--- config.mk ---
export PLATFORM = sky130hd
export DESIGN_NAME = mes_top
export DESIGN_NICKNAME = d
export VERILOG_FILES = /design/src/mes_pkg.sv /design/src/mes_top.sv
export SDC_FILE = /design/constraint.sdc
export NUM_CORES = 1
export LEC_CHECK = 0
export BUFFER_PORTS_ARGS = -buffer_cell sky130_fd_sc_hd__buf_2
export CORE_MARGIN = 2
export CORE_UTILIZATION = 50
export CTS_CLUSTER_SIZE = 14
export DETAILED_ROUTE_END_ITERATION = 8
export GPL_TIMING_DRIVEN = 0
export MAX_ROUTING_LAYER = met4
export PLACE_DENSITY_LB_ADDON = 0.08
export SYNTH_ARGS = -nofsm -noshare
export SYNTH_HDL_FRONTEND = slang
export SYNTH_SLANG_ARGS = --single-unit
--- constraint.sdc ---
create_clock -name core_clk -period 3.3 [get_ports core_clk]
set_clock_uncertainty 0.15 [all_clocks]
set_input_delay 0.33 -clock core_clk [delete_from_list [all_inputs] [get_ports core_clk]]
set_output_delay 0.33 -clock core_clk [all_outputs]
set_load 0.005 [all_outputs]
--- src/mes_pkg.sv ---
package mes_pkg;

    // ------------------------------------------------------------------
    // Register map
    // ------------------------------------------------------------------
    localparam logic [7:0] ZONE_STATUS_OFFSET = 8'h40;
    localparam logic [7:0] ANALOG_STATUS_OFFSET = 8'h41;
    localparam logic [7:0] STATUS_RESET = 8'h00;
    localparam logic [7:0] ZONE_STATUS_USED = 8'h3F;
    localparam logic [7:0] ANALOG_STATUS_USED = 8'hFF;
    localparam logic [7:0] UNMAPPED_READ = 8'h00;

    // ------------------------------------------------------------------
    // Field positions in the zone and regulator register
    // ------------------------------------------------------------------
    localparam int ZONE_ONE_BIT = 0;
    localparam int ZONE_TWO_BIT = 1;
    localparam int ZONE_THREE_BIT = 2;
    localparam int ZONE_FOUR_BIT = 3;
    localparam int REG_ONE_HOT_BIT = 4;
    localparam int REG_TWO_HOT_BIT = 5;

    // ------------------------------------------------------------------
    // Serial link
    // ------------------------------------------------------------------
    localparam logic [6:0] SLAVE_ADDR_DEFAULT = 7'h2E;
    localparam logic [3:0] BITS_PER_BYTE = 4'h8;
    localparam logic [3:0] BIT_COUNT_RESET = 4'h0;

    typedef enum logic [1:0] {
        MES_SLEEP_S0,
        MES_SLEEP_S3,
        MES_SLEEP_S45
    } mes_sleep_e;

    typedef enum logic [2:0] {
        MES_LINK_IDLE,
        MES_LINK_ADDR,
        MES_LINK_CMD,
        MES_LINK_WDATA,
        MES_LINK_RDATA
    } mes_link_e;

endpackage

--- src/mes_top.sv ---
`timescale 1ns/100ps
// Behaviour
// - Monitored event sets and latches its status bit.
// - Any set status bit raises summary flag.
// - Alert driven while enabled and summary set.
// - Fixed-threshold processor-hot bits never reach summary.
// - Set bits stay until software clears them.
// - Clear refused while unmasked condition persists.
// - Masked condition lets bit be cleared.
// - ASF mode: read and write-one both clear.
// - Otherwise only write-one clears; reads harmless.
// - Optional sleep masks apply only when selected.
// - Zones in bits 0-3; zones 1-2 optionally masked.
// - Regulator-hot bits 4-5, sleep-masked; 7:6 reserved.
// - Analog input n sets bit n-1, sleep-masked.
module mes_top #(
    parameter logic [6:0] SLAVE_ADDR = mes_pkg::SLAVE_ADDR_DEFAULT
) (
    input wire logic core_clk,
    input wire logic rstn,
    input wire logic scl_in,
    input wire logic sda_in,
    output logic sda_out,
    output logic sda_oe,
    input wire logic [3:0] zone_limit_error,
    input wire logic regulator_one_hot_input,
    input wire logic regulator_two_hot_input_n,
    input wire logic [7:0] analog_in_limit_error,
    input wire logic asf_mode,
    input wire logic alert_enable,
    input wire mes_pkg::mes_sleep_e sleep_state,
    input wire logic [1:0] zone_mask_s3,
    input wire logic [1:0] zone_mask_s45,
    output logic mgmt_error_summary,
    output logic alert_out,
    output logic alert_oe
);

    // ------------------------------------------------------------------
    // Pin synchronisers and edge detection
    // ------------------------------------------------------------------
    logic [1:0] scl_sync_reg;
    logic [1:0] sda_sync_reg;
    logic [1:0] hot_one_sync_reg;
    logic [1:0] hot_two_sync_reg;
    logic scl_prev_reg;
    logic sda_prev_reg;

    always_ff @(posedge core_clk or negedge rstn) begin
        if (!rstn) begin
            scl_sync_reg <= 2'h3;
            sda_sync_reg <= 2'h3;
            hot_one_sync_reg <= 2'h0;
            hot_two_sync_reg <= 2'h3;
            scl_prev_reg <= 1'b1;
            sda_prev_reg <= 1'b1;
        end else begin
            scl_sync_reg <= {scl_sync_reg[0], scl_in};
            sda_sync_reg <= {sda_sync_reg[0], sda_in};
            hot_one_sync_reg <= {hot_one_sync_reg[0], regulator_one_hot_input};
            hot_two_sync_reg <= {hot_two_sync_reg[0], regulator_two_hot_input_n};
            scl_prev_reg <= scl_sync_reg[1];
            sda_prev_reg <= sda_sync_reg[1];
        end
    end

    logic scl_s;
    logic sda_s;
    logic scl_rise;
    logic scl_fall;
    logic start_det;
    logic stop_det;

    assign scl_s = scl_sync_reg[1];
    assign sda_s = sda_sync_reg[1];
    assign scl_rise = scl_s & ~scl_prev_reg;
    assign scl_fall = ~scl_s & scl_prev_reg;
    assign start_det = scl_s & scl_prev_reg & sda_prev_reg & ~sda_s;
    assign stop_det = scl_s & scl_prev_reg & ~sda_prev_reg & sda_s;

    // ------------------------------------------------------------------
    // Serial slave: address, command, write data and read data bytes
    // ------------------------------------------------------------------
    mes_pkg::mes_link_e link_reg;
    logic [7:0] shift_reg;
    logic [3:0] bit_cnt_reg;
    logic ack_phase_reg;
    logic [7:0] cmd_reg;
    logic [7:0] wdata_reg;
    logic wr_pulse_reg;
    logic rd_pulse_reg;
    logic [7:0] read_mux;
    logic [7:0] zone_status_reg;
    logic [7:0] analog_status_reg;

    always_comb begin
        if (cmd_reg == mes_pkg::ZONE_STATUS_OFFSET) begin
            read_mux = zone_status_reg;
        end else if (cmd_reg == mes_pkg::ANALOG_STATUS_OFFSET) begin
            read_mux = analog_status_reg;
        end else begin
            read_mux = mes_pkg::UNMAPPED_READ;
        end
    end

    always_ff @(posedge core_clk or negedge rstn) begin
        if (!rstn) begin
            link_reg <= mes_pkg::MES_LINK_IDLE;
            shift_reg <= 8'h00;
            bit_cnt_reg <= mes_pkg::BIT_COUNT_RESET;
            ack_phase_reg <= 1'b0;
            cmd_reg <= 8'h00;
            wdata_reg <= 8'h00;
            wr_pulse_reg <= 1'b0;
            rd_pulse_reg <= 1'b0;
            sda_oe <= 1'b0;
        end else begin
            wr_pulse_reg <= 1'b0;
            rd_pulse_reg <= 1'b0;
            if (start_det) begin
                link_reg <= mes_pkg::MES_LINK_ADDR;
                bit_cnt_reg <= mes_pkg::BIT_COUNT_RESET;
                ack_phase_reg <= 1'b0;
                sda_oe <= 1'b0;
            end else if (stop_det) begin
                link_reg <= mes_pkg::MES_LINK_IDLE;
                ack_phase_reg <= 1'b0;
                sda_oe <= 1'b0;
            end else begin
                case (link_reg)
                    mes_pkg::MES_LINK_ADDR, mes_pkg::MES_LINK_CMD, mes_pkg::MES_LINK_WDATA: begin
                        if (scl_rise && !ack_phase_reg) begin
                            shift_reg <= {shift_reg[6:0], sda_s};
                            bit_cnt_reg <= bit_cnt_reg + 4'h1;
                        end else if (scl_fall && !ack_phase_reg && bit_cnt_reg == mes_pkg::BITS_PER_BYTE) begin
                            if (link_reg != mes_pkg::MES_LINK_ADDR || shift_reg[7:1] == SLAVE_ADDR) begin
                                ack_phase_reg <= 1'b1;
                                sda_oe <= 1'b1;
                            end else begin
                                link_reg <= mes_pkg::MES_LINK_IDLE;
                            end
                            if (link_reg == mes_pkg::MES_LINK_CMD) begin
                                cmd_reg <= shift_reg;
                            end
                            if (link_reg == mes_pkg::MES_LINK_WDATA) begin
                                wdata_reg <= shift_reg;
                                wr_pulse_reg <= 1'b1;
                            end
                        end else if (scl_fall && ack_phase_reg) begin
                            ack_phase_reg <= 1'b0;
                            bit_cnt_reg <= mes_pkg::BIT_COUNT_RESET;
                            if (link_reg == mes_pkg::MES_LINK_ADDR && shift_reg[0]) begin
                                link_reg <= mes_pkg::MES_LINK_RDATA;
                                shift_reg <= read_mux;
                                sda_oe <= ~read_mux[7];
                                bit_cnt_reg <= 4'h1;
                                rd_pulse_reg <= 1'b1;
                            end else begin
                                sda_oe <= 1'b0;
                                link_reg <= (link_reg == mes_pkg::MES_LINK_ADDR) ?
                                    mes_pkg::MES_LINK_CMD : mes_pkg::MES_LINK_WDATA;
                            end
                        end
                    end
                    mes_pkg::MES_LINK_RDATA: begin
                        if (scl_fall && !ack_phase_reg) begin
                            if (bit_cnt_reg == mes_pkg::BIT_COUNT_RESET) begin
                                shift_reg <= read_mux;
                                sda_oe <= ~read_mux[7];
                                bit_cnt_reg <= 4'h1;
                                rd_pulse_reg <= 1'b1;
                            end else if (bit_cnt_reg == mes_pkg::BITS_PER_BYTE) begin
                                sda_oe <= 1'b0;
                                ack_phase_reg <= 1'b1;
                            end else begin
                                sda_oe <= ~shift_reg[6];
                                shift_reg <= {shift_reg[6:0], 1'b0};
                                bit_cnt_reg <= bit_cnt_reg + 4'h1;
                            end
                        end else if (scl_rise && ack_phase_reg) begin
                            ack_phase_reg <= 1'b0;
                            bit_cnt_reg <= mes_pkg::BIT_COUNT_RESET;
                            if (sda_s) begin
                                link_reg <= mes_pkg::MES_LINK_IDLE;
                            end
                        end
                    end
                    default: begin
                        sda_oe <= 1'b0;
                    end
                endcase
            end
        end
    end

    // ------------------------------------------------------------------
    // Sleep masking and error conditions
    // ------------------------------------------------------------------
    logic in_s3;
    logic in_s45;
    logic deep_sleep;
    logic [1:0] zone_sleep_mask;
    logic [7:0] zone_mask;
    logic [7:0] analog_mask;
    logic [7:0] zone_cond;
    logic [7:0] zone_set;
    logic [7:0] analog_set;

    assign in_s3 = (sleep_state == mes_pkg::MES_SLEEP_S3);
    assign in_s45 = (sleep_state == mes_pkg::MES_SLEEP_S45);
    assign deep_sleep = in_s3 | in_s45;
    assign zone_sleep_mask = ({2{in_s3}} & zone_mask_s3) | ({2{in_s45}} & zone_mask_s45);

    always_comb begin
        zone_mask = 8'h00;
        zone_mask[mes_pkg::ZONE_ONE_BIT] = zone_sleep_mask[0];
        zone_mask[mes_pkg::ZONE_TWO_BIT] = zone_sleep_mask[1];
        zone_mask[mes_pkg::REG_ONE_HOT_BIT] = deep_sleep;
        zone_mask[mes_pkg::REG_TWO_HOT_BIT] = deep_sleep;
        zone_cond = 8'h00;
        zone_cond[mes_pkg::ZONE_FOUR_BIT:mes_pkg::ZONE_ONE_BIT] = zone_limit_error;
        zone_cond[mes_pkg::REG_ONE_HOT_BIT] = hot_one_sync_reg[1];
        zone_cond[mes_pkg::REG_TWO_HOT_BIT] = ~hot_two_sync_reg[1];
    end

    assign analog_mask = {8{deep_sleep}};
    assign zone_set = zone_cond & ~zone_mask & mes_pkg::ZONE_STATUS_USED;
    assign analog_set = analog_in_limit_error & ~analog_mask;

    // ------------------------------------------------------------------
    // Status latches with write-one and read clears
    // ------------------------------------------------------------------
    logic zone_sel;
    logic analog_sel;
    logic [7:0] wr_clear;
    logic [7:0] rd_clear;
    logic [7:0] zone_status_next;
    logic [7:0] analog_status_next;

    assign zone_sel = (cmd_reg == mes_pkg::ZONE_STATUS_OFFSET);
    assign analog_sel = (cmd_reg == mes_pkg::ANALOG_STATUS_OFFSET);
    assign wr_clear = {8{wr_pulse_reg}} & wdata_reg;
    assign rd_clear = {8{rd_pulse_reg & asf_mode}};

    // Set terms are ORed last so a fresh or persisting condition beats any clear.
    assign zone_status_next = ((zone_status_reg & ~({8{zone_sel}} & (wr_clear | rd_clear))) | zone_set)
        & mes_pkg::ZONE_STATUS_USED;
    assign analog_status_next = (analog_status_reg & ~({8{analog_sel}} & (wr_clear | rd_clear)))
        | analog_set;

    always_ff @(posedge core_clk or negedge rstn) begin
        if (!rstn) begin
            zone_status_reg <= mes_pkg::STATUS_RESET;
            analog_status_reg <= mes_pkg::STATUS_RESET;
        end else begin
            zone_status_reg <= zone_status_next;
            analog_status_reg <= analog_status_next;
        end
    end

    // ------------------------------------------------------------------
    // Summary flag and alert
    // ------------------------------------------------------------------
    // Processor-hot fixed-threshold bits are not part of this bank, so they never enter the OR.
    always_ff @(posedge core_clk or negedge rstn) begin
        if (!rstn) begin
            mgmt_error_summary <= 1'b0;
            alert_oe <= 1'b0;
            alert_out <= 1'b0;
            sda_out <= 1'b0;
        end else begin
            mgmt_error_summary <= |{zone_status_next, analog_status_next};
            alert_oe <= alert_enable & (|{zone_status_next, analog_status_next});
            alert_out <= 1'b0;
            sda_out <= 1'b0;
        end
    end

endmodule

=== Yosys cells after proc, flatten, opt, wreduce, memory -nomap -nowiden ===
Index checks and enable logic that the tools add are counted.

* Register bits: 61
* Bits in latches: 0
* Bits in writable memories: 0
* ROM bits: 0
* Input port bits: 26
* Output and inout bits: 5
* Logic and storage cells: 179
* Memories kept: 0

* Add/subtract/negate cells: 1
* $mul: 0
* Divide/modulo/power cells: 0
* $lt $le $gt $ge: 0
* Eq/ne operators: 32
* Shifts and indexed selects: 0
* Mux-type cells: 69
* Bitwise logic cells: 37
* Reductions and logical operators: 21

{| class="wikitable"
|+ Operators by type and width
! operator !! count
|-
| $mux W8 || 9
|-
| $mux W4 || 9
|-
| $mux W1 || 35
|-
| $ne A5 B5 Y1 const B || 7
|-
| $and A8 B8 Y8 || 4
|-
| $ne A4 B4 Y1 const B || 8
|-
| $mux W3 || 10
|-
| $and A6 B6 Y6 || 3
|-
| $reduce_and A6 Y1 || 3
|-
| $eq A8 B7 Y1 const B || 2
|-
| $not A8 Y8 || 2
|-
| $or A8 B8 Y8 || 2
|-
| $pmux W8 S2 || 1
|-
| $reduce_and A7 Y1 || 2
|-
| $reduce_or A14 Y1 || 1
|-
| $ne A3 B3 Y1 const B || 4
|-
| $not A6 Y6 || 2
|-
| $not A1 Y1 || 10
|-
| $and A1 B1 Y1 || 9
|-
| $pmux W4 S2 || 1
|-
| $reduce_and A8 Y1 || 1
|-
| $eq A7 B6 Y1 const B || 1
|-
| $eq A3 B2 Y1 const B || 2
|-
| $logic_and A1 B1 Y1 || 6
|-
| other kinds (22) || 26
|}

=== Longest topological paths before layout ===
* Depth after elaboration: 11
* Depth in mapped cells: 8
* Mapped depth without buffers: 7

=== Worst setup path after synthesis ===
Ideal clock, no wire load.

* Kind: register to register
* From: register link_reg[1]
* To: register shift_reg[0]
* Library setup time: 0.125 ns
* Arrival: 1.930 ns
* Required time: 3.025 ns
* Path slack: 1.095 ns
* Stages on the path, launching flop included: 7
* Path buffers: 1
* Clock period less this slack: 2.205 ns
* Cell sequence: dfrtp_1 buf_2 nor3b_4 nand2_1 or3_1 a311oi_4 mux2_2

* Cells in the longest elaborated chain, start to end: 4
* Elaborated cells between the ends (all ways): 14
* Those cells by class: eq/ne: 9; mux: 1; reduce/logical: 4

{| class="wikitable"
|+ Ends and longest elaborated chain
! what !! RTL line !! source
|-
| from (decl) || mes_top.sv:84 || <nowiki>mes_pkg::mes_link_e link_reg;</nowiki>
|-
| from (signal assigned) || mes_top.sv:108 || <nowiki>link_reg <= mes_pkg::MES_LINK_IDLE;</nowiki>
|-
| from (signal assigned) || mes_top.sv:121 || <nowiki>link_reg <= mes_pkg::MES_LINK_ADDR;</nowiki>
|-
| from (signal assigned) || mes_top.sv:126 || <nowiki>link_reg <= mes_pkg::MES_LINK_IDLE;</nowiki>
|-
| $eq A3 B2 Y1 / $eq A3 B1 Y1 (equally long branches) || mes_top.sv:130, mes_top.sv:152 ||
|-
| $reduce_or A3 Y1 / $logic_and A1 B1 Y1 (equally long branches) || mes_top.sv:130, mes_top.sv:152 ||
|-
| $ne A3 B3 Y1 (no source line) / $reduce_bool A2 Y1 (equally long branches) || n/a ||
|-
| $reduce_and A8 Y1 (no source line) || n/a ||
|-
| to (signal assigned) || mes_top.sv:133 || <nowiki>shift_reg <= {shift_reg[6:0], sda_s};</nowiki>
|-
| to (signal assigned) || mes_top.sv:154 || <nowiki>shift_reg <= read_mux;</nowiki>
|-
| to (signal assigned) || mes_top.sv:168 || <nowiki>shift_reg <= read_mux;</nowiki>
|-
| to (decl) || mes_top.sv:85 || <nowiki>logic [7:0] shift_reg;</nowiki>
|}

Parallel ways exist; a longest one is shown, timed or not.
A chain may end at the register's enable or synchronous reset.

=== Worst setup path after layout ===
* From: register cmd_reg[1]
* To: register sda_oe

* Cells in the longest elaborated chain, start to end: 11
* Elaborated cells between the ends (all ways): 14
* Those cells by class: eq/ne: 2; mux: 11; bitwise: 1

{| class="wikitable"
|+ Ends and longest elaborated chain
! what !! RTL line !! source
|-
| from (decl) || mes_top.sv:88 || <nowiki>logic [7:0] cmd_reg;</nowiki>
|-
| from (signal assigned) || mes_top.sv:143 || <nowiki>cmd_reg <= shift_reg;</nowiki>
|-
| $eq A8 B7 Y1 || mes_top.sv:99 || <nowiki>end else if (cmd_reg == mes_pkg::ANALOG_STATUS_OFFSET) begin</nowiki>
|-
| $mux W8 || mes_top.sv:99 ||
|-
| $mux W8 * || mes_top.sv:97 || <nowiki>if (cmd_reg == mes_pkg::ZONE_STATUS_OFFSET) begin</nowiki>
|-
| $not A1 Y1 * || mes_top.sv:155, mes_top.sv:169 ||
|-
| $mux W1 || mes_top.sv:152 || <nowiki>if (link_reg == mes_pkg::MES_LINK_ADDR && shift_reg[0]) begin</nowiki>
|-
| $mux W1 || mes_top.sv:149 || <nowiki>end else if (scl_fall && ack_phase_reg) begin</nowiki>
|-
| $mux W1 || mes_top.sv:135 || <nowiki>end else if (scl_fall && !ack_phase_reg && bit_cnt_reg == mes_pkg::BITS_PER_BYTE) begin</nowiki>
|-
| $mux W1 || mes_top.sv:132 || <nowiki>if (scl_rise && !ack_phase_reg) begin</nowiki>
|-
| $pmux W1 S2 * || mes_top.sv:130 || <nowiki>case (link_reg)</nowiki>
|-
| $mux W1 * || mes_top.sv:125 || <nowiki>end else if (stop_det) begin</nowiki>
|-
| $mux W1 * || mes_top.sv:120 || <nowiki>if (start_det) begin</nowiki>
|-
| to (signal assigned) || mes_top.sv:155 || <nowiki>sda_oe <= ~read_mux[7];</nowiki>
|-
| to (signal assigned) || mes_top.sv:169 || <nowiki>sda_oe <= ~read_mux[7];</nowiki>
|-
| to (signal assigned) || mes_top.sv:176 || <nowiki>sda_oe <= ~shift_reg[6];</nowiki>
|-
| to (decl) || mes_top.sv:24 || <nowiki>output logic sda_oe,</nowiki>
|}

Mark *: on every way between the ends. The rest lies on a longest branch, timed or not. The select of a mux whose other input is x is not followed.

==> metrics.md <==
| Metric | Value |
|---|---|
| Arrival time reported for the critical path endpoint | around 2700 ps |
| Clock transition time at the flip-flop clock pins of the worst setup and hold paths | around 80 ps |
| First-pass detailed-route iteration total | 4 |
| Antenna violations before repair | 0 |
| Pin count of the biggest net entering global routing | 62 |
| Diodes inserted | 0 |
| Critical path fanouts, max | 9 |
| Power density cells | 470 nW/um2 |
| Slew @ Worst Pin | 759 ps |
| Clock tree from TritonCTS | done |
| Final wirelength | around 7300 um |
| Half-perimeter wire length of the detailed placement result | 5120 um |
| Port Buf Inserts | 28 |
| Maximum operating frequency | about 0.38 GHz |
| PostCTS Resize Cnt | 0 |
| Ys async rst share | 1.00 |
| H-tree depth | 3 |
| Clock insertion delay at the later pin of the skew report | approximately 350 ps |
| Most instantiated library cell after synthesis | sky130_fd_sc_hd__dfrtp_1 |
| Unrepaired setup endpoints after global routing | false |
| Global-route wire length before repair | 12,100 um |
| Fraction of layout cells with a size suffix above 1 | 0.276 |
| Maximum clock insertion buffer count | 2 |
| Path class of the lowest-slack min-delay path | input port to flip-flop |
| Leading post-synthesis cells by cell area | sky130_fd_sc_hd__dfrtp_1 42%, sky130_fd_sc_hd__mux2_2 9.2%, sky130_fd_sc_hd__dfstp_2 6.6%, sky130_fd_sc_hd__nand2_1 4.9%, sky130_fd_sc_hd__a22oi_1 3.3% |
| Die Span X | ~84 um |
| Critical Path RT | roughly 3400 ps |
| Final min period | 2630 ps |
| Setup Total Neg Slack | 0 ps |
| IO Pins | 31 |
| Overall via count from detail_route | roughly 2,500 |
| Cell with the biggest individual delay on the critical path | sky130_fd_sc_hd__or4b_1 |
| Average cell area after synthesis | approximately 10 um2 |
| Min-Delay Startpoint | alert_enable |
| Stage delay of the slowest cell on the critical path | 560 ps |
| Area of the placeable core | around 6300 um2 |
| Hold-fix buffer count after cts | 4 |
| Die height | 83.9 um |
| PnR Total Power | between 1.5 and 2 mW |
| Sequential fraction of the synthesis area | 0.481 |
| Buf/Inv on CP | 1 |
| Worst R2R Start | cmd_reg[1] |
| Yosys top cell area share | 0.415 |
| Gate count after technology mapping | a little over 300 |
| Cell-by-cell listing of the critical path | or4b_1, clkbuf_1, nor2_1, nand2_1, a222oi_1, o31ai_1 |
| Final-report hold violation count | 0 |
| Cell taking the most area after synthesis | sky130_fd_sc_hd__dfrtp_1 |
| Count of yosys warnings during synthesis | 0 |
| Area growth, synth to finish | 14.9% |
| R2r endpoint | sda_oe |
| Number of cell rows | 29 |
| Synth Cell Area | about 3200 um2 |
| Count of flip-flops with a built-in enable after synthesis | 0 |
| Cell family with the largest share of critical-path delay | simple AND/OR/NAND/NOR gates |
| Vias in the first global route | 2,532 |
| Clock net sink count | 61 |
| Setup Fix Bufs, Post-CTS | 0 |
| Clock root buffer | sky130_fd_sc_hd__clkbuf_8 |
| Full die area | 7050 um2 |
| Register-to-register path setup slack | roughly 670 ps |
| Initial core utilization | 0.509 |
| Post-detailed-route DRC marker count | 0 |
| Max-capacitance violation count | 0 |
| Detail-routed via count per cell | between 5 and 6 |
| Detail-routed net length per standard cell | about 17 um |
| RePlAce Congestion | just under 0.9 |
| Instance count along the most critical hold path | 3 |
| Total number of nets in the final design | 380 |
| Reg2Reg Depth | 6 |
| Total routing resource utilization after global routing | 0.226 |
| Worst max-slew margin expressed relative to the limit | 0.494 |
| Initial drt markers | 141 |
| Leak pwr | about 1.6 nW |
| Total global routing overflow | 0 |
| Crit path capture type | flip-flop |
| Yosys cell types | 57 |
| Number of max-slew violations in the final report | 0 |
| Outcome | complete, no violations |
| Kind of start point of the critical path | flip-flop |
| Prevailing post-synth register cell | sky130_fd_sc_hd__dfrtp_1 |
| Post-route clock period utilization | 0.798 |
| FF+latch count, synth | 61 |
| Worst-case vdd ir drop | 0.352 mV |
| Post-route ant nets | 0 |
| Count of endpoints failing setup in the final report | 0 |
| Total CTS buffers | 9 |
| Most frequent cells after synthesis | 53 x sky130_fd_sc_hd__dfrtp_1, 42 x sky130_fd_sc_hd__nand2_1, 26 x sky130_fd_sc_hd__mux2_2 |
| Classification of the worst setup path | flip-flop to flip-flop |
| Hold Path End | alert_oe |
==> cell type report <==
cell class,count,area (um2)
Fill cell,558,2610
Sequential cell,61,1540
Multi-Input combinational cell,214,1510
Timing Repair Buffer,33,193
Clock buffer,10,128
Buffer,19,105
Tap cell,77,96.3
Clock inverter,6,55.1
Inverter,12,45.0
==> metal layers <==
layer / wire, um / track usage
met1: 3250 / 0.292
met2: 3530 / 0.351
met3: 312 / 0.0475
met4: 153 / 0.0850
met5: 0 / -
==> placed cells by master (no fill, tap or decap), drive strengths merged, types with 8 or more instances in the layout <==
master / count
nor2: 13
mux2: 26
dfstp: 8
o21ai: 19
buf: 40
nand2: 42
a21oi: 8
a22oi: 14
clkbuf: 17
nand3: 8
inv: 12
o31ai: 12
dfrtp: 53
==> through the flow <==
step                std cells  setup slack, ps  instance area [um2]  utilization  hold WS [ps]
global route              432              523                 3670        0.585          58.9
global placement          411              696                 3440        0.547           186
CTS                       431              684                 3660        0.583          28.0
floorplan                 306             1100                 3200            -          -116
finish                    432              666                 3670        0.585          38.2
detailed placement        411              688                 3440        0.547           186
==> how the worst max path moves through the flow <==
| stage | startpoint | endpoint | slack [ps] | cells after the start |
|---|---|---|---|---|
| final | cmd_reg[1] | sda_oe | 670 | 6 |
| after global routing | cmd_reg[1] | sda_oe | 520 | 6 |
| after CTS | cmd_reg[1] | sda_oe | 680 | 6 |
| after detailed placement | cmd_reg[1] | sda_oe | 690 | 6 |
| after global placement | cmd_reg[1] | sda_oe | 700 | 6 |
| after floorplan | link_reg[1] | shift_reg[0] | 1100 | 6 |
==> power by group <==
| part | internal, mW | leakage [nW] | switching, mW |
|---|---|---|---|
| clock network | 0.342 | 0.0996 | 0.306 |
| logic | 0.117 | 0.762 | 0.151 |
| registers | 0.782 | 0.729 | 0.0253 |
==> cell families after synthesis <==
kind of cell | count (synthesis) | share of synthesized area
and+or+nand+nor | 98 | 0.171
AOI/OAI and AO/OA | 79 | 0.178
DFF | 61 | 0.481
buffers and inverters | 31 | 0.0470
muxes | 29 | 0.101
adders and majority gates | 4 | 0.0157
xor gates and xnor gates | 2 | 0.00548
other | 1 | 0.00117
==> worst register-to-register path, cell delays in order (launching register included) <==
cell                       delay, ps
sky130_fd_sc_hd__dfrtp_1         380
sky130_fd_sc_hd__or4b_1          560
sky130_fd_sc_hd__clkbuf_1        260
sky130_fd_sc_hd__nor2_1          490
sky130_fd_sc_hd__nand2_1         200
sky130_fd_sc_hd__a222oi_1        370
sky130_fd_sc_hd__o31ai_1         100
Power figures use the tool's default switching activity.
